===== config.mk =====
export PLATFORM = sky130hd
export DESIGN_NAME = rlw_remote_latched_write_port
export DESIGN_NICKNAME = d
export VERILOG_FILES = /design/src/rlw_pkg.sv /design/src/rlw_remote_latched_write_port.sv /design/src/rlw_wait_counter.sv
export VERILOG_INCLUDE_DIRS = /design/src
export SDC_FILE = /design/constraint.sdc
export NUM_CORES = 1
export LEC_CHECK = 0
export BUFFER_PORTS_ARGS = -buffer_cell sky130_fd_sc_hd__buf_2
export CORE_MARGIN = 5
export CORE_UTILIZATION = 25
export DETAILED_ROUTE_END_ITERATION = 10
export GPL_TIMING_DRIVEN = 0
export PLACE_DENSITY_LB_ADDON = 0.1
export SLEW_MARGIN = 20
export SYNTH_ARGS = -nofsm -noshare
export SYNTH_HDL_FRONTEND = slang
export SYNTH_SLANG_ARGS = --single-unit

===== constraint.sdc =====
create_clock -name clock -period 2.7 [get_ports clock]
set_input_delay 0.135 -clock clock [delete_from_list [all_inputs] [get_ports clock]]
set_output_delay 0.135 -clock clock [all_outputs]
set_load 0.01 [all_outputs]

===== src/rlw_defs.svh =====
// Overview of operation
// [RULE_01] Latched-write mode accepts a remote write without pulling the acknowledge low.
// [RULE_02] While idle, grant local bus requests whenever buses are free and lock is high.
// [RULE_03] Enter latch-wait one clock after enable plus write strobe; stay until strobe ends.
// [RULE_04] External logic latches address and data on the trailing write strobe edge.
// [RULE_05] After the remote write ends, hold write pending low until the write completes.
// [RULE_06] Any remote access started while write pending is low pulls the acknowledge low.
// [RULE_07] Local access in progress finishes first; then no grants and CPU data access stalls.
// [RULE_08] Next clock: bus owner high, buses floated, wait counters loaded from configuration.
// [RULE_09] Register select high writes the interface configuration; mode change lags one T-state.
// [RULE_10] Target select 10 loads the low program counter byte, 11 the high byte.
// [RULE_11] Target 00 writes data memory with strobe low, repeated over programmed data waits.
// [RULE_12] Target 01: low byte into holding latch; high byte writes the word with waits.
// [RULE_13] Upper-byte flag clears on reset and whenever 01 is written to target select; the code lets a same-cycle completion toggle win over it.
// [RULE_14] Loop on the access while wait input low; next state drops strobe, keeps owner/pending.
// [RULE_15] Final state: owner low, buses floated, local grant allowed, acknowledge low on new access.
// [RULE_16] Instruction write completion toggles the upper-byte flag; high byte increments the PC.
// [RULE_17] After final state: pending write to latch-wait, pending read to read path, else idle.
// [RULE_18] Bus takeover waits one T-state before switching, stalling the timing unit meanwhile.
// [RULE_19] Address settles one T-state, strobe low for one plus data waits, owner drops after.
// [RULE_20] Second write is stalled; acknowledge and write pending rise together after owner falls.
// [RULE_21] With the CPU not needing the bus, the remote write runs without stalling it.
// [RULE_22] Register select is sampled for the next access when write pending rises.
// [RULE_23] Reset returns to idle with pending and acknowledge high and bus owner low.
`ifndef RLW_DEFS_SVH
`define RLW_DEFS_SVH

// Register byte offsets on the bus.
`define RLW_OFS_DCR 12'h000
`define RLW_OFS_RIC 12'h004
`define RLW_OFS_PC 12'h008
`define RLW_OFS_STATUS 12'h00C
`define RLW_OFS_IWORD 12'h010

// Device configuration fields.
`define RLW_DCR_DW_LSB 0
`define RLW_DCR_DW_MSB 2
`define RLW_DCR_IW_LSB 4
`define RLW_DCR_IW_MSB 5
`define RLW_DCR_RESET 8'h00

// Remote interface configuration fields.
`define RLW_RIC_MS_LSB 0
`define RLW_RIC_MS_MSB 1
`define RLW_RIC_LW_BIT 2
`define RLW_RIC_RESET 3'h4
`define RLW_MODE_RESET 1'b1

// Memory target select codes.
`define RLW_MS_DATA_MEMORY 2'h0
`define RLW_MS_INSTRUCTION_MEMORY 2'h1
`define RLW_MS_PCL 2'h2
`define RLW_MS_PCH 2'h3

// Status bit positions.
`define RLW_ST_PEND 0
`define RLW_ST_OWNER 1
`define RLW_ST_UPPER 2
`define RLW_ST_MODE 3
`define RLW_ST_STALL 4

`define RLW_PC_RESET 16'h0000

`endif


===== src/rlw_pkg.sv =====
package rlw_pkg;

	// Remote access state machine, latched-write path.
	typedef enum logic [3:0] {
		RLW_IDLE,
		RLW_LATCH,
		RLW_PEND,
		RLW_TAKE,
		RLW_SETUP,
		RLW_RIC,
		RLW_PCL,
		RLW_PCH,
		RLW_DATA_MEMORY,
		RLW_ILO,
		RLW_IHI,
		RLW_DONE,
		RLW_HAND
	} rlw_state_t;

endpackage


===== src/rlw_remote_latched_write_port.sv =====
`timescale 1ns/1ns
`default_nettype none
`include "rlw_defs.svh"

module rlw_remote_latched_write_port (
	// Clock and reset.
	input wire logic clock,
	input wire logic rst_b,
	// AHB-Lite slave.
	input wire logic hsel,
	input wire logic [31:0] haddr,
	input wire logic [1:0] htrans,
	input wire logic hwrite,
	input wire logic [2:0] hsize,
	input wire logic [31:0] hwdata,
	input wire logic hready,
	output logic hreadyout,
	output logic hresp,
	output logic [31:0] hrdata,
	// Remote processor side.
	input wire logic remote_access_enable,
	input wire logic remote_write_strobe_b,
	input wire logic remote_read_strobe_b,
	input wire logic register_select,
	input wire logic [7:0] remote_data,
	input wire logic wait_b,
	output logic transfer_ack,
	output logic write_pending_flag_b,
	output logic read_path_start,
	// Shared memory buses.
	output logic local_bus_owner,
	output logic bus_oe_b,
	output logic data_write_b,
	output logic instruction_write_strobe_b,
	output logic [15:0] instruction_word,
	output logic [15:0] program_counter,
	// Local CPU timing unit.
	input wire logic bus_lock,
	input wire logic local_bus_request,
	output logic local_bus_grant,
	output logic remote_wait_stall,
	output rlw_pkg::rlw_state_t sm_state
);

	import rlw_pkg::*;

	rlw_state_t state_ff;
	rlw_state_t nxt_state;
	logic [7:0] dcr_ff;
	logic [2:0] ric_ff;
	logic [2:0] nxt_ric;
	logic mode_eff_ff;
	logic cmd_ff;
	logic [1:0] target_ff;
	logic upper_ff;
	logic nxt_upper;
	logic [7:0] hold_ff;
	logic [15:0] iword_ff;
	logic [15:0] pc_ff;
	logic [15:0] nxt_pc;
	logic owner_ff;
	logic oe_b_ff;
	logic dwr_b_ff;
	logic iwr_b_ff;
	logic rdstart_ff;
	logic ahb_wr_ff;
	logic [11:0] ahb_addr_ff;
	logic [31:0] hrdata_ff;
	logic dw_zero;
	logic iw_zero;

	// Remote cycle decode, sampled once per T-state.
	wire remote_write_strobe = remote_access_enable & ~remote_write_strobe_b;
	wire remote_read_strobe = remote_access_enable & ~remote_read_strobe_b;
	wire rem_any = remote_write_strobe | remote_read_strobe;

	// State groups.
	wire st_idle = (state_ff == RLW_IDLE);
	wire st_hand = (state_ff == RLW_HAND);
	wire st_setup = (state_ff == RLW_SETUP);
	wire st_data_memory = (state_ff == RLW_DATA_MEMORY);
	wire st_ihi = (state_ff == RLW_IHI);
	wire st_access = (state_ff == RLW_RIC) | (state_ff == RLW_PCL) | (state_ff == RLW_PCH) |
		st_data_memory | (state_ff == RLW_ILO) | st_ihi;
	wire st_pending = ~st_idle & (state_ff != RLW_LATCH);
	// Owned span: from takeover to the end of the access, local requests are refused.
	wire st_owned = (state_ff == RLW_TAKE) | st_setup | st_access | (state_ff == RLW_DONE);
	wire free_bus = st_idle | (state_ff == RLW_LATCH) | (state_ff == RLW_PEND) | st_hand;

	// Local grant only while nobody else is using the buses.
	assign local_bus_grant = bus_lock & local_bus_request & free_bus; // [RULE_02] [RULE_15]
	// A CPU that does not ask for the bus is never stalled by the remote write.
	assign remote_wait_stall = local_bus_request & st_owned; // [RULE_07] [RULE_18] [RULE_21]

	// Acknowledge is pulled low only for accesses arriving while a write is pending.
	// Deriving it and the pending flag from one state register makes them rise together.
	assign transfer_ack = ~(rem_any & st_pending); // [RULE_01] [RULE_06] [RULE_15] [RULE_20]
	assign write_pending_flag_b = ~st_pending; // [RULE_05]

	// Wait-state completion for the current access kind.
	wire waits_done = st_data_memory ? dw_zero : (st_ihi ? iw_zero : 1'b1);
	wire mode_on = mode_eff_ff;

	// Next state of the remote access state machine.
	always_comb begin
		nxt_state = state_ff;
		case (state_ff)
			RLW_IDLE: begin
				if (mode_on && remote_write_strobe) begin
					nxt_state = RLW_LATCH; // [RULE_03]
				end
			end
			RLW_LATCH: begin
				if (!remote_write_strobe) begin
					nxt_state = RLW_PEND; // [RULE_03] [RULE_04]
				end
			end
			RLW_PEND: begin
				if (!local_bus_grant) begin
					nxt_state = RLW_TAKE; // [RULE_07]
				end
			end
			RLW_TAKE: begin
				nxt_state = RLW_SETUP; // [RULE_18]
			end
			RLW_SETUP: begin
				if (cmd_ff) begin
					nxt_state = RLW_RIC; // [RULE_09]
				end else begin
					case (target_ff)
						`RLW_MS_PCL: nxt_state = RLW_PCL; // [RULE_10]
						`RLW_MS_PCH: nxt_state = RLW_PCH; // [RULE_10]
						`RLW_MS_DATA_MEMORY: nxt_state = RLW_DATA_MEMORY; // [RULE_11]
						default: nxt_state = upper_ff ? RLW_IHI : RLW_ILO; // [RULE_12]
					endcase
				end
			end
			RLW_RIC, RLW_PCL, RLW_PCH, RLW_DATA_MEMORY, RLW_ILO, RLW_IHI: begin
				if (waits_done && wait_b) begin
					nxt_state = RLW_DONE; // [RULE_14]
				end
			end
			RLW_DONE: begin
				nxt_state = RLW_HAND;
			end
			RLW_HAND: begin
				if (remote_write_strobe && mode_on) begin
					nxt_state = RLW_LATCH; // [RULE_17]
				end else begin
					nxt_state = RLW_IDLE; // [RULE_17]
				end
			end
			default: begin
				nxt_state = RLW_IDLE;
			end
		endcase
	end

	// Output strobes registered from the next state so they change cleanly at the edge.
	wire nxt_owner = (nxt_state == RLW_SETUP) | (nxt_state == RLW_RIC) | (nxt_state == RLW_PCL) |
		(nxt_state == RLW_PCH) | (nxt_state == RLW_DATA_MEMORY) | (nxt_state == RLW_ILO) |
		(nxt_state == RLW_IHI) | (nxt_state == RLW_DONE); // [RULE_08] [RULE_14] [RULE_15]
	// Buses float from takeover through handback; the half T-state is rounded to a whole one.
	wire nxt_float = nxt_owner | (nxt_state == RLW_TAKE) | (nxt_state == RLW_HAND); // [RULE_08] [RULE_15]
	wire nxt_dwr_b = ~(nxt_state == RLW_DATA_MEMORY); // [RULE_11] [RULE_19]
	wire nxt_iwr_b = ~(nxt_state == RLW_IHI); // [RULE_12]
	wire nxt_rdstart = st_hand & ~(remote_write_strobe & mode_on) & remote_read_strobe; // [RULE_17]

	// Wait-state counters loaded as the setup T-state begins.
	wire [2:0] dcr_dw = dcr_ff[`RLW_DCR_DW_MSB:`RLW_DCR_DW_LSB];
	wire [1:0] dcr_iw = dcr_ff[`RLW_DCR_IW_MSB:`RLW_DCR_IW_LSB];
	wire cnt_load = (state_ff == RLW_TAKE); // [RULE_08]

	rlw_wait_counter #(.W(3)) u_data_wait (
		.clock(clock),
		.rst_b(rst_b),
		.load(cnt_load),
		.load_value(dcr_dw),
		.count_en(st_data_memory),
		.zero(dw_zero)
	);

	rlw_wait_counter #(.W(2)) u_instr_wait (
		.clock(clock),
		.rst_b(rst_b),
		.load(cnt_load),
		.load_value(dcr_iw),
		.count_en(st_ihi),
		.zero(iw_zero)
	);

	// AHB-Lite decode; every transfer finishes with no wait state and an OKAY answer.
	wire ahb_take = hsel & hready & htrans[1];
	wire [11:0] ahb_ofs = {haddr[11:2], 2'b00};
	wire wr_dcr = ahb_wr_ff & (ahb_addr_ff == `RLW_OFS_DCR);
	wire wr_ric = ahb_wr_ff & (ahb_addr_ff == `RLW_OFS_RIC);
	wire wr_pc = ahb_wr_ff & (ahb_addr_ff == `RLW_OFS_PC);
	wire [31:0] status_word = {27'h0000000, remote_wait_stall, mode_eff_ff, upper_ff, owner_ff, st_pending};
	wire [31:0] rd_mux = (ahb_ofs == `RLW_OFS_DCR) ? {24'h000000, dcr_ff} :
		(ahb_ofs == `RLW_OFS_RIC) ? {29'h00000000, ric_ff} :
		(ahb_ofs == `RLW_OFS_PC) ? {16'h0000, pc_ff} :
		(ahb_ofs == `RLW_OFS_STATUS) ? status_word :
		(ahb_ofs == `RLW_OFS_IWORD) ? {16'h0000, iword_ff} : 32'h00000000;

	// Configuration writes; a remote write to the interface register wins over the bus.
	wire rem_ric = (state_ff == RLW_RIC);
	assign nxt_ric = rem_ric ? remote_data[2:0] : (wr_ric ? hwdata[2:0] : ric_ff); // [RULE_09]
	wire ms_to_instruction_memory = (rem_ric && remote_data[1:0] == `RLW_MS_INSTRUCTION_MEMORY) ||
		(wr_ric && hwdata[1:0] == `RLW_MS_INSTRUCTION_MEMORY);

	// Upper-byte flag: the completion toggle wins over a same-cycle realign.
	wire instruction_memory_done = st_hand & ~cmd_ff & (target_ff == `RLW_MS_INSTRUCTION_MEMORY);
	assign nxt_upper = instruction_memory_done ? ~upper_ff : (ms_to_instruction_memory ? 1'b0 : upper_ff); // [RULE_13] [RULE_16]

	// Program counter: remote loads and increments take priority over the bus.
	always_comb begin
		nxt_pc = pc_ff;
		if (state_ff == RLW_PCL) begin
			nxt_pc = {pc_ff[15:8], remote_data}; // [RULE_10]
		end else if (state_ff == RLW_PCH) begin
			nxt_pc = {remote_data, pc_ff[7:0]}; // [RULE_10]
		end else if (instruction_memory_done && upper_ff) begin
			nxt_pc = pc_ff + 16'h0001; // [RULE_16]
		end else if (wr_pc) begin
			nxt_pc = hwdata[15:0];
		end
	end

	// Select is sampled at the start of an access and again when pending rises.
	wire cmd_sample = (st_idle & (nxt_state == RLW_LATCH)) | st_hand; // [RULE_22]

	// State and strobe registers.
	always_ff @(posedge clock or negedge rst_b) begin
		if (!rst_b) begin
			state_ff <= RLW_IDLE; // [RULE_23]
			owner_ff <= 1'b0; // [RULE_23]
			oe_b_ff <= 1'b0;
			dwr_b_ff <= 1'b1;
			iwr_b_ff <= 1'b1;
			rdstart_ff <= 1'b0;
		end else begin
			state_ff <= nxt_state;
			owner_ff <= nxt_owner;
			oe_b_ff <= nxt_float;
			dwr_b_ff <= nxt_dwr_b;
			iwr_b_ff <= nxt_iwr_b;
			rdstart_ff <= nxt_rdstart;
		end
	end

	// Access context: select sample, target and upper-byte flag.
	always_ff @(posedge clock or negedge rst_b) begin
		if (!rst_b) begin
			cmd_ff <= 1'b0;
			target_ff <= `RLW_MS_DATA_MEMORY;
			upper_ff <= 1'b0; // [RULE_13]
		end else begin
			if (cmd_sample) begin
				cmd_ff <= register_select; // [RULE_22]
			end
			if (st_pending && state_ff == RLW_TAKE) begin
				target_ff <= ric_ff[`RLW_RIC_MS_MSB:`RLW_RIC_MS_LSB];
			end
			upper_ff <= nxt_upper;
		end
	end

	// Instruction word assembly: low byte held, high byte completes the word.
	always_ff @(posedge clock or negedge rst_b) begin
		if (!rst_b) begin
			hold_ff <= 8'h00;
			iword_ff <= 16'h0000;
		end else begin
			if (state_ff == RLW_ILO) begin
				hold_ff <= remote_data; // [RULE_12]
			end
			if (st_ihi) begin
				iword_ff <= {remote_data, hold_ff}; // [RULE_12]
			end
		end
	end

	// Configuration registers; the latched-write mode bit only takes effect
	// one T-state after the write that changed it has handed the bus back,
	// so the access in flight never sees its own mode change.
	always_ff @(posedge clock or negedge rst_b) begin
		if (!rst_b) begin
			dcr_ff <= `RLW_DCR_RESET;
			ric_ff <= `RLW_RIC_RESET;
			mode_eff_ff <= `RLW_MODE_RESET;
			pc_ff <= `RLW_PC_RESET;
		end else begin
			if (wr_dcr) begin
				dcr_ff <= hwdata[7:0];
			end
			ric_ff <= nxt_ric;
			if (st_idle || st_hand) begin
				mode_eff_ff <= ric_ff[`RLW_RIC_LW_BIT]; // [RULE_09]
			end
			pc_ff <= nxt_pc;
		end
	end

	// Bus slave: address phase captured, read data registered for the data phase.
	always_ff @(posedge clock or negedge rst_b) begin
		if (!rst_b) begin
			ahb_wr_ff <= 1'b0;
			ahb_addr_ff <= 12'h000;
			hrdata_ff <= 32'h00000000;
		end else begin
			ahb_wr_ff <= ahb_take & hwrite;
			if (ahb_take) begin
				ahb_addr_ff <= ahb_ofs;
			end
			if (ahb_take && !hwrite) begin
				hrdata_ff <= rd_mux;
			end
		end
	end

	// Port drive.
	assign hreadyout = 1'b1;
	assign hresp = 1'b0;
	assign hrdata = hrdata_ff;
	assign local_bus_owner = owner_ff;
	assign bus_oe_b = oe_b_ff;
	assign data_write_b = dwr_b_ff;
	assign instruction_write_strobe_b = iwr_b_ff;
	assign instruction_word = iword_ff;
	assign program_counter = pc_ff;
	assign read_path_start = rdstart_ff;
	assign sm_state = state_ff;

	// Transfer size is not checked: only whole-word accesses are supported.
	wire unused_ok = &{1'b0, hsize, haddr[31:12], haddr[1:0], hwdata[31:16]};

endmodule

`default_nettype wire


===== src/rlw_wait_counter.sv =====
`timescale 1ns/1ns
`default_nettype none

// Programmed wait-state counter: loads a count, counts down to zero.
module rlw_wait_counter #(
	parameter int W = 3
) (
	// Clock and reset.
	input wire logic clock,
	input wire logic rst_b,
	// Control.
	input wire logic load,
	input wire logic [W-1:0] load_value,
	input wire logic count_en,
	// Status.
	output logic zero
);

	logic [W-1:0] count_ff;
	logic [W-1:0] nxt_count;

	// Load wins over counting; counting stops at zero.
	assign nxt_count = load ? load_value :
		(count_en && count_ff != '0) ? count_ff - {{(W-1){1'b0}}, 1'b1} : count_ff;
	assign zero = (count_ff == '0);

	// Count register.
	always_ff @(posedge clock or negedge rst_b) begin
		if (!rst_b) begin
			count_ff <= '0;
		end else begin
			count_ff <= nxt_count;
		end
	end

endmodule

`default_nettype wire


======== After elaboration in Yosys (flattened, before gate mapping) ========
Cells that the tools add are included.
word-level totals
  bits in registers ....................... 113
  bits of input ports ..................... 89
  output and inout port bits .............. 79
  logic and storage cells ................. 169
cells by class
  $add $sub $neg .......................... 3
  equality and inequality tests ........... 36
  mux-type cells .......................... 28
  bitwise logic cells ..................... 52
  reduce and logical (&&, ||, !) cells .... 29
operators by type and width
  operator                                               count
  2-to-1 mux 16 bit                                      8
  equality test 4 bit (second input constant)            10
  equality test 4 x 3 -> 1 bit (second input constant)   8
  case mux 4 bit (8 select lines)                        1
  equality test 10 x 2 -> 1 bit (second input constant)  3
  logical NOT 12 bit                                     2
  OR 1 bit                                               22
  equality test 10 x 1 -> 1 bit (second input constant)  2
  2-to-1 mux 4 bit                                       5
  bitwise AND 1 bit                                      19
  adder 16 x 1 -> 16 bit (second input constant)         1
  equality test 4 x 2 -> 1 bit (second input constant)   3
  2-to-1 mux 3 bit                                       4
  case mux 4 bit (3 select lines)                        1
  NOT 1 bit                                              11
  equality test 10 x 3 -> 1 bit (second input constant)  1
  nonzero test 2 bit                                     5
  logical AND 1 bit                                      9
  nonzero test 3 bit                                     3
  equality test 4 x 1 -> 1 bit (second input constant)   2
  2-to-1 mux 8 bit                                       1
  equality test 2 x 1 -> 1 bit (second input constant)   3
  2-to-1 mux 2 bit                                       3
  OR reduction 6 bit                                     1
  other kinds (12)                                       20

======== Depth between registers and ports, before layout ========
Gate-level depths: netlist of run 1.
  depth after elaboration ................. 17
  depth in mapped cells ................... 12
  gate-level depth less buffers ........... 12

======== Hierarchy ========
A second synthesis of run 1 with hierarchy kept.
unflattened totals
  cells, all modules ...................... 534
  area, all modules ....................... 5346.4 um2
by module, submodules not included
  module                            times used  cells each  area an instance (um2)  seq. area each (um2)
  rlw_remote_latched_write_port     1           502         5007.3                  2307.2
  rlw_wait_counter at u_data_wait   1           19          207.7                   75.1
  rlw_wait_counter at u_instr_wait  1           13          131.4                   50.0

======== Worst setup path before layout of run 1 ========
OpenSTA, ideal clock, no wires.
  kind .................................... reg-to-reg
  start point ............................. reg state_ff[0], in the netlist sm_state[0]
  end point ............................... reg cmd_ff
  setup time .............................. 0.125 ns
  arrival ................................. 2.173 ns
  path slack .............................. 0.402 ns
  cell stages (with the launch flop) ...... 10
  clock period less this slack ............ 2.298 ns
  cells stage by stage .................... dfrtp_1 nor2_1 nand2_1 o311ai_0 inv_1 ha_1 inv_1 o21ai_0 o21ai_0 mux2_2
on the way
  word-level cells in the longest chain between the ends .. 10
  elaborated cells between the ends (all ways) .. 29
  those cells by class .................... eq/ne (13); mux (7); bitwise (6); reduce/logical (3)
RTL lines
  what                                                               line                                                                                                            RTL
  from (decl)                                                        rlw_remote_latched_write_port.sv:47                                                                             rlw_state_t state_ff;
  from (signal assigned)                                             rlw_remote_latched_write_port.sv:242                                                                            state_ff <= nxt_state;
  equality test 4 x 1 -> 1 bit or logical NOT 4 bit (tied branches)  rlw_remote_latched_write_port.sv:88, rlw_remote_latched_write_port.sv:107, rlw_remote_latched_write_port.sv:78
  OR 1 bit (3 in series)                                             rlw_remote_latched_write_port.sv:88                                                                             wire free_bus = st_idle | (state_ff == RLW_LATCH) | (state_ff == RLW_PEND) | st_hand;
  bitwise AND 1 bit                                                  rlw_remote_latched_write_port.sv:91                                                                             assign local_bus_grant = bus_lock & local_bus_request & free_bus;
  2-to-1 mux 4 bit                                                   rlw_remote_latched_write_port.sv:119                                                                            if (!local_bus_grant) begin
  case mux 4 bit (8 select lines) *                                  rlw_remote_latched_write_port.sv:107                                                                            case (state_ff)
  via nxt_state[3]                                                   rlw_remote_latched_write_port.sv:48                                                                             rlw_state_t nxt_state;
  equality test 4 x 1 -> 1 bit *                                     rlw_remote_latched_write_port.sv:230                                                                            wire cmd_sample = (st_idle & (nxt_state == RLW_LATCH)) | st_hand;
  bitwise AND 1 bit *                                                rlw_remote_latched_write_port.sv:230
  OR 1 bit *                                                         rlw_remote_latched_write_port.sv:230
  to (signal assigned)                                               rlw_remote_latched_write_port.sv:259                                                                            cmd_ff <= register_select;
  to (decl)                                                          rlw_remote_latched_write_port.sv:53                                                                             logic cmd_ff;
The timed path passes the listed nets; every way through them passes the cells marked *.
A chain may end at the register's enable or synchronous reset.

======== Final worst setup path of run 1 ========
  start point ............................. reg state_ff[3], in the netlist sm_state[3]
  end point ............................... reg iword_ff[5], in the netlist instruction_word[5]
on the way
  word-level cells in the longest chain between the ends .. 1
RTL lines
  what                  line                                  RTL
  equality test 4 bit   rlw_remote_latched_write_port.sv:82   wire st_ihi = (state_ff == RLW_IHI);
  to (signal assigned)  rlw_remote_latched_write_port.sv:278  iword_ff <= {remote_data, hold_ff};
  to (decl)             rlw_remote_latched_write_port.sv:58   logic [15:0] iword_ff;
Every way passes these cells.

==> results of run 1 <==
## sequential cells by signal, indices dropped and copies added (netlist names)
register,flops
local_bus_owner,1
cmd_ff,1
instruction_word,16
instruction_write_strobe_b,1
ric_ff,3
data_write_b,1
ahb_addr_ff,10
mode_eff_ff,1
sm_state,4
upper_ff,1
bus_oe_b,1
u_instr_wait.count_ff,2
target_ff,2
u_data_wait.count_ff,3
dcr_ff,8
program_counter,16
hold_ff,8
hrdata,16
read_path_start,1
ahb_wr_ff,1
## metal layers
layer	vias up	track usage (%)	share of wire, %
li1	2145	-	-
met1	2218	20.6	47
met2	129	22.9	46
met3	17	2.70	5.6
met4	2	4.34	1.2
met5	-	0	0.039
## power breakdown
part           total [W]  switching (W)  internal [W]  leakage (nW)
registers        0.00258       0.000601       0.00198          1.17
clock network    0.00127       0.000630      0.000644         0.140
logic            0.00244        0.00133       0.00111          1.63
total            0.00630        0.00256       0.00374          2.94
## cells by family (layout without fill, tap and decap cells)
kind of cell / after synthesis / in the layout
simple gates: 169 / 169
compound gates: 122 / 122
flops: 97 / 97
buf+inv: 68 / 193
mux: 52 / 52
xor+xnor: 15 / 15
fa+ha+maj: 7 / 7
other cells: 2 / 18
## Yosys cell counts (9+ instances only)
cell      number  area share [%]
nand2_1       50             3.5
o21ai_1       11             1.0
a31oi_1        9             1.1
clkbuf_1      10            0.71
xnor2_1       12             2.0
a22oi_1        9             1.3
inv_1         26             1.8
buf_2         11             1.0
nor2_1        46             3.3
a21oi_1       18             1.7
nand3_1       14             1.3
o21ai_0       26             2.5
nand2b_1       9             1.1
dfrtp_1       93              44
mux2_2        46             9.8
buf_4         19             2.7
## stage by stage
stage	utilization [%]	hold slack, ps	area, um^2
floorplan	-	-161	5350
global placement	29.7	313	6230
finish	31.4	14.0	6580
global route	31.4	14.9	6580
detailed placement	29.9	102	6260
CTS	31.3	2.28	6570
## critical path: stages, from the launching register on
cell      delay (ps)
dfrtp_1          390
buf_2            220
nand2b_1         210
nor3_2           630
buf_2            420
mux2_2           370
## cell type report
class,count,area [um^2]
Fill cell,2250,14400
Multi-Input combinational cell,383,2570
Sequential cell,97,2430
Timing Repair Buffer,109,584
Tap cell,275,344
Buffer,42,260
Clock buffer,9,225
Inverter,26,97.6
Clock inverter,7,61.3
## what timing repair did
action                                 4_1_cts  5_1_grt
resized for setup                            1        2
endpoints found under the hold margin       45        0
setup endpoints to repair                    2        2
hold buffers                                 2        0
## worst paths after layout
path / to / from / depth (start not counted)
min in group asynchronous: hold_ff[1] / rst_b / 2
worst min register to register: hrdata[13] / hrdata[13] / 2
worst max register to register: instruction_word[5] / sm_state[3] / 5
max in group asynchronous: data_write_b / rst_b / 3
worst min-delay path: cmd_ff / register_select / 2
worst max-delay path: instruction_word[5] / sm_state[3] / 5
==> out/metrics.cfg, run 1 <==
[timing]
timing.slew.headroom_pct=28.4
finClkSkew_ps=8.97
finalSetupViolCount=0
period_needed_ps=2370
tns_ps=0
fmax_mhz=422
rsz0062_at_grt=false
finalHoldViolCount=0
tightest_slew_ps=1070
fin_crit_sh_pct=87.9
slew_violations=0
layout_setup_ws_ps=328

[pwr]
power_density_mw_per_mm2=958
leakagePower_nw=2.94
finalPower_w=0.00630
ir_drop_v=0.000388

[cts]
clk_latency_ps=350
cts_root_buffer=clkbuf_16
cts_tree=yes
cts_buffer_depth=2
cts_sinks=97
cts_setup_buffers=0
cts_buffers=9
cts_max_level=3
path_clk_slew_ps=70

[setup_path]
criticalPathCategory=flop to flop
required_ps=2930
worstSetupStartpointType=flop
arrival_ps=2610
r2r_slack_ps=330
critPathCaptureType=flop
crit_fanout=10

[routing]
drc=0
wire_per_inst_um=18.8
routed_wl_um=17900
drt-initial-drc-count=193
final_antenna_net_count=0
firstDrtPassIters=4
vias=4511
avgViaCountPerCell=4.76

[grt]
grt_use_total_pct=14.6
antenna_found_initial=1
grt_pass1_wl_um=27200
grt_pass1_vias=4581
grt_start_max_net_pins=54
grt_overflow_total=0

[synthesis]
synth-seq-area-share_pct=45.9
avgSynthCellArea_um2=9.95
synthDistinctLibCells=72
synth_edf_count=0
synth_top_family_by_area=simple AND/OR/NAND/NOR gates
synth_area_mm2=0.00529
ys_async_sr_fraction_pct=100
synth-simple-area-share_pct=16.6
synth_xor_area_share_pct=2.48
synth_ff_type=dfrtp_1
ys_warn_count=0
ys_ff_latch=97
synth_cells=532
synthAdderAreaFrac_pct=1.65
synth_compound_area_share_pct=15.5
muxShareOfSynthArea_pct=10.9

[finish]
final_cell_mix=buf_2, dfrtp_1, nand2_1
final_cells=948
final_common_cell=buf_2
synthToLayoutAreaGrowth_pct=24.3
diodes=0
final_nets=764
drive_gt1_share_pct=33.3

[placed_design]
portBuffers=106
dp_cells=930
pre_cts_ws_ps=-195
hpwlAfterDp_um=13700
gp_congestion=0.813

[floorplan]
die_h_um=156
dieWidth_um=156
pin_count=168
start_util_pct=25.3
num_rows=53
die-area_mm2=0.0242
core_area_mm2=0.0210

[outcome]
status=finished clean

[worst_hold_path]
holdCritPathClass=primary input to flop

[run]
maxCapViolations=0

(Power assumes the default switching activity.)
==> inputs of run 2 (changes only) <==
Settings changed: CORE_UTILIZATION 25 to 56.
Clock period 2.7 ns to 2.9 ns, I/O delays scaled along.
==> run 2 against run 1 <==
Against the previous run: combinational power fell by 7%; clock-buffer cell count up 2; setup slack got worse by 32 ps; clock power decreased by 21%; die area decreased by 52%; first-iteration DRC count is 84% higher; cell area fell by 3.8%; cell count is 15% lower; register-to-register slack got worse by 30 ps; global-route usage is 12 points higher; clock skew grew 3.0 ps; critical path type unchanged; largest power group unchanged.
==> out/metrics.cfg, run 2 (synthesis results as in run 1) <==
[timing]
fmax_mhz=384
tns_ps=0
finalSetupViolCount=0
fin_crit_sh_pct=89.8
finalHoldViolCount=0
tightest_slew_ps=875
rsz0062_at_grt=false
finClkSkew_ps=12.0
hold_ws_ps=16.6
slew_violations=0
timing.slew.headroom_pct=41.5
period_needed_ps=2600

[setup_path]
cp-endpoint=cmd_ff
r2r_start=sm_state[0]
r2r_slack_ps=300
cp-startpoint=sm_state[0]
required_ps=3150
crit_chain=nor2_1 -> nand2_1 -> o311ai_1 -> inv_1 -> ha_1 -> inv_1 -> o21ai_0 -> o21ai_0 -> mux2_2
worstSetupStartpointType=flop
crit_fanout=7
max_stage_delay_ps=550
critPathCaptureType=flop
criticalPathCategory=flop to flop
r2r-end=cmd_ff
slowest_stage=o311ai_1
reg2regPathDepth=9
arrival_ps=2860

[pwr]
ir_drop_v=0.000604
internal_power_w=0.00339
p_clk_share_pct=17.8
seq_power_share_pct=42.0
leakagePower_nw=2.91
power_density_mw_per_mm2=888
swShare_pct=39.6
p_comb_share_pct=40.2
finalPower_w=0.00562
power.switching_w=0.00223

[finish]
diodes=0
drive_gt1_share_pct=32.8
final_cell_mix=buf_2, dfrtp_1, nand2_1
utilization_pct=68.5
final_nets=764
synthToLayoutAreaGrowth_pct=19.5
final_common_cell=buf_2

[cts]
cts_buffer_depth=2
cts_tree=yes
cts_sinks=97
clk_latency_ps=360
cts_max_level=3
cts_setup_buffers=0
cts_root_buffer=clkbuf_8
cts_buffers=9
path_clk_slew_ps=100

[floorplan]
pin_count=168
start_util_pct=57.3
die_h_um=107
num_rows=35
core_area_mm2=0.00924
die-area_mm2=0.0115
dieWidth_um=107

[outcome]
status=finished clean

[routing]
top_layer_used=met4
final_antenna_net_count=0
dr_wl_met2_um=6900
routed_wl_um=14600
firstDrtPassIters=5
avgViaCountPerCell=5.75
drt-initial-drc-count=355
wl_met1_um=6240
wire_per_inst_um=18.2
vias=4611
wl_met3_um=1100
drc=0

[grt]
antenna_found_initial=0
grt_start_max_net_pins=64
grt_overflow_total=0
grt_pass1_vias=4529
grt_pass1_wl_um=23700
grt_use_total_pct=26.4

[run]
maxCapViolations=0

[placed_design]
portBuffers=106
hpwlAfterDp_um=11100
gp_congestion=0.960

[worst_hold_path]
holdCritPathClass=primary input to flop

-- run 2: changes by cell type in the layout (fill, tap and decap cells not counted) --
cell,change
o311ai_1,+1
clkinv_2,-1
nor2_2,-1
nor2_1,+1
clkbuf_1,+1
inv_8,-2
clkbuf_8,+10
bufinv_16,+2
o311ai_2,-1
clkbuf_16,-9
clkinvlp_4,-1
-- run 2: cell type report --
class	instances	area (um^2)
Fill cell	784	2910
Multi-Input combinational cell	383	2560
Sequential cell	97	2430
Timing Repair Buffer	109	584
Buffer	42	260
Tap cell	129	161
Clock buffer	11	141
Inverter	26	97.6
Clock inverter	5	86.3
-- run 2: worst max-delay path: cells and delay by family, from the launching register on --
| kind | cells | cell delay [ps] |
|---|---|---|
| AOI/OAI and AO/OA | 3 | 720 |
| and+or+nand+nor | 2 | 570 |
| DFF | 1 | 470 |
| adders and majority gates | 1 | 210 |
| muxes | 1 | 360 |
| buffers and inverters | 2 | 160 |
-- run 2: worst min path at each step --
stage / startpoint / to / cells after the start
3_3_place_gp: remote_read_strobe_b / read_path_start / 2
6_report: register_select / cmd_ff / 2
2_1_floorplan: rst_b / ahb_addr_ff[10] / 0
3_5_place_dp: rst_b / ahb_addr_ff[9] / 1
4_1_cts: hwrite / ahb_wr_ff / 3
5_1_grt: hwrite / ahb_wr_ff / 3
-- run 2: per-layer routing --
| layer | vias up | track usage, % |
|---|---|---|
| li1 | 2158 | - |
| met1 | 2224 | 36.5 |
| met2 | 196 | 42.6 |
| met3 | 33 | 4.03 |
| met4 | 0 | 8.77 |
| met5 | - | 0 |
-- run 2: power by group through the flow --
stage	logic, W	clock network [W]	registers [W]
final	0.00226	0.00100	0.00236
after global routing	0.00252	0.00107	0.00243
after CTS	0.00226	0.00102	0.00235
after detailed placement	0.00224	0	0.00237
after global placement	0.00217	0	0.00235
after floorplan	0.00139	0	0.00235
-- run 2: what timing repair did --
| action | CTS | global route |
|---|---|---|
| resized for setup | 0 | 1 |
| hold buffers | 2 | 0 |
| setup endpoints to repair | 0 | 2 |
| hold endpoints to repair | 35 | 0 |
-- run 2: per-stage QoR --
stage               area (um^2)  instances  worst slack (ps)
global route               6330        802              94.7
floorplan                  5350        548               602
global placement           6050        783               212
detailed placement         6080        784               156
CTS                        6330        802              83.8
finish                     6330        802               296
==> inputs of run 3 (changes only) <==
Settings changed: RECOVER_POWER set to 50.
==> run 3 against run 2 <==
Against the previous run: highest routed layer unchanged; die area did not move; clock-buffer cell count did not move; hold slack improved by 2.5 ps; clock power barely moved; routed wire length barely moved; total power fell by 0.22%; setup slack improved by 11 ps; flip-flop and latch count did not move; the run now ends with capacitance limit, slew limit left.
==> out/metrics.cfg, run 3 (synthesis results as in run 1) <==
[grt]
grt_use_total_pct=26.4
grt_pass1_wl_um=23700
grtUsageMet1_pct=36.5
grt_pass1_vias=4529
grt_overflow_total=0
antenna_found_initial=0
met2_usage_pct=42.6
grt.busiest_layer=met2
use_met3_pct=4.03
grt_start_max_net_pins=64

[timing]
finalHoldViolCount=0
slew_violations=35
timing.slew.headroom_pct=-39.0
fmax_mhz=386
fin_crit_sh_pct=89.4
rsz0062_at_grt=false
tns_ps=0
period_needed_ps=2590
tightest_slew_ps=2090
finalSetupViolCount=0
layout_setup_ws_ps=306
finClkSkew_ps=12.0

[routing]
drt-initial-drc-count=355
drc=0
routed_wl_um=14600
firstDrtPassIters=5
avgViaCountPerCell=5.72
wire_per_inst_um=18.2
vias=4590
final_antenna_net_count=0

[setup_path]
r2r-end=cmd_ff
arrival_ps=2840
max_stage_delay_ps=550
criticalPathCategory=flop to flop
r2r_start=sm_state[0]
required_ps=3150
crit_chain=nor2_1 -> nand2_1 -> o311ai_1 -> inv_1 -> ha_1 -> inv_1 -> o21ai_0 -> o21ai_0 -> mux2_2
r2r_slack_ps=310
cp.buffers_inverters=2
path_delay_family=compound AO/OA/AOI/OAI gates
worstSetupStartpointType=flop
cp-startpoint=sm_state[0]
reg2regPathDepth=9
cp.depth=9
slowest_stage=o311ai_1
cp-endpoint=cmd_ff
critPathCaptureType=flop
crit_fanout=7

[cts]
path_clk_slew_ps=100
cts_root_buffer=clkbuf_8
cts_tree=yes
clk_latency_ps=360
cts_sinks=97
cts_buffer_depth=2
cts_buffers=9
cts_max_level=3

[floorplan]
dieWidth_um=107
num_rows=35
pin_count=168
core_area_mm2=0.00924
die-area_mm2=0.0115
start_util_pct=57.3
die_h_um=107

[outcome]
violations=capacitance limit, slew limit
status=complete, but fails checks

[finish]
drive_gt1_share_pct=29.9
final_cells=802
finish.instance_area_mm2=0.00630
diodes=0
final_cell_mix=buf_2, dfrtp_1, nand2_1
synthToLayoutAreaGrowth_pct=18.9
nFillCells=792
final_nets=764
final_common_cell=buf_2

[placed_design]
gp_congestion=0.960
postPlaceCellArea_mm2=0.00608
pre_cts_ws_ps=156
hpwlAfterDp_um=11100
portBuffers=106
dp_cells=784

[run]
maxCapViolations=1

[pwr]
leakagePower_nw=2.84
power_density_mw_per_mm2=891
ir_drop_v=0.000602

[worst_hold_path]
holdCritPathClass=primary input to flop

==> run 3: where the power goes <==
| group | internal (W) | switching, W | total (W) |
|---|---|---|---|
| combinational | 0.00102 | 0.00122 | 0.00224 |
| clock | 0.000516 | 0.000484 | 0.00100 |
| sequential | 0.00184 | 0.000520 | 0.00236 |
| total | 0.00338 | 0.00223 | 0.00561 |
==> run 3: how the worst min path moves through the flow <==
stage | slack [ps] | cells past startpoint | to | start
floorplan | -150 | 0 | ahb_addr_ff[10] | rst_b
global placement | 320 | 2 | read_path_start | remote_read_strobe_b
detailed placement | 70 | 1 | ahb_addr_ff[9] | rst_b
CTS | 8 | 3 | ahb_wr_ff | hwrite
global route | 30 | 3 | ahb_wr_ff | hwrite
finish | 20 | 2 | cmd_ff | register_select
==> run 3: final cells by class <==
type | instances | area, um^2 | area share [%]
Timing Repair Buffer | 109 | 553 | 8.78
Clock inverter | 5 | 86.3 | 1.37
Sequential cell | 97 | 2430 | 38.6
Buffer | 42 | 260 | 4.13
Clock buffer | 11 | 141 | 2.25
Tap cell | 129 | 161 | 2.56
Inverter | 26 | 97.6 | 1.55
Multi-Input combinational cell | 383 | 2560 | 40.7
==> run 3: metal layers <==
layer	up-vias	share of wire, %
li1	2157	-
met1	2207	43
met2	195	47
met3	31	7.5
met4	0	2.4
met5	-	0
==> run 3: stage by stage <==
stage	total power, W	util [%]	hold slack [ps]
4_1_cts	0.00562	68.5	7.61
3_3_place_gp	0.00452	65.4	319
5_1_grt	0.00600	68.1	26.2
6_report	0.00561	68.1	19.1
3_5_place_dp	0.00461	65.8	65.1
2_1_floorplan	0.00374	-	-151
==> run 3: worst register-to-register path, cell delays in order (launching register included) <==
cell	delay [ps]
dfrtp_1	470
nor2_1	390
nand2_1	170
o311ai_1	550
inv_1	100
ha_1	210
inv_1	60
o21ai_0	70
o21ai_0	100
mux2_2	360
==> run 3: what timing repair did <==
action,CTS,global route
hold buffers,2,0
gates resized for setup,0,1
setup endpoints to repair,0,2
endpoints found under the hold margin,35,0
setup buffers,0,0
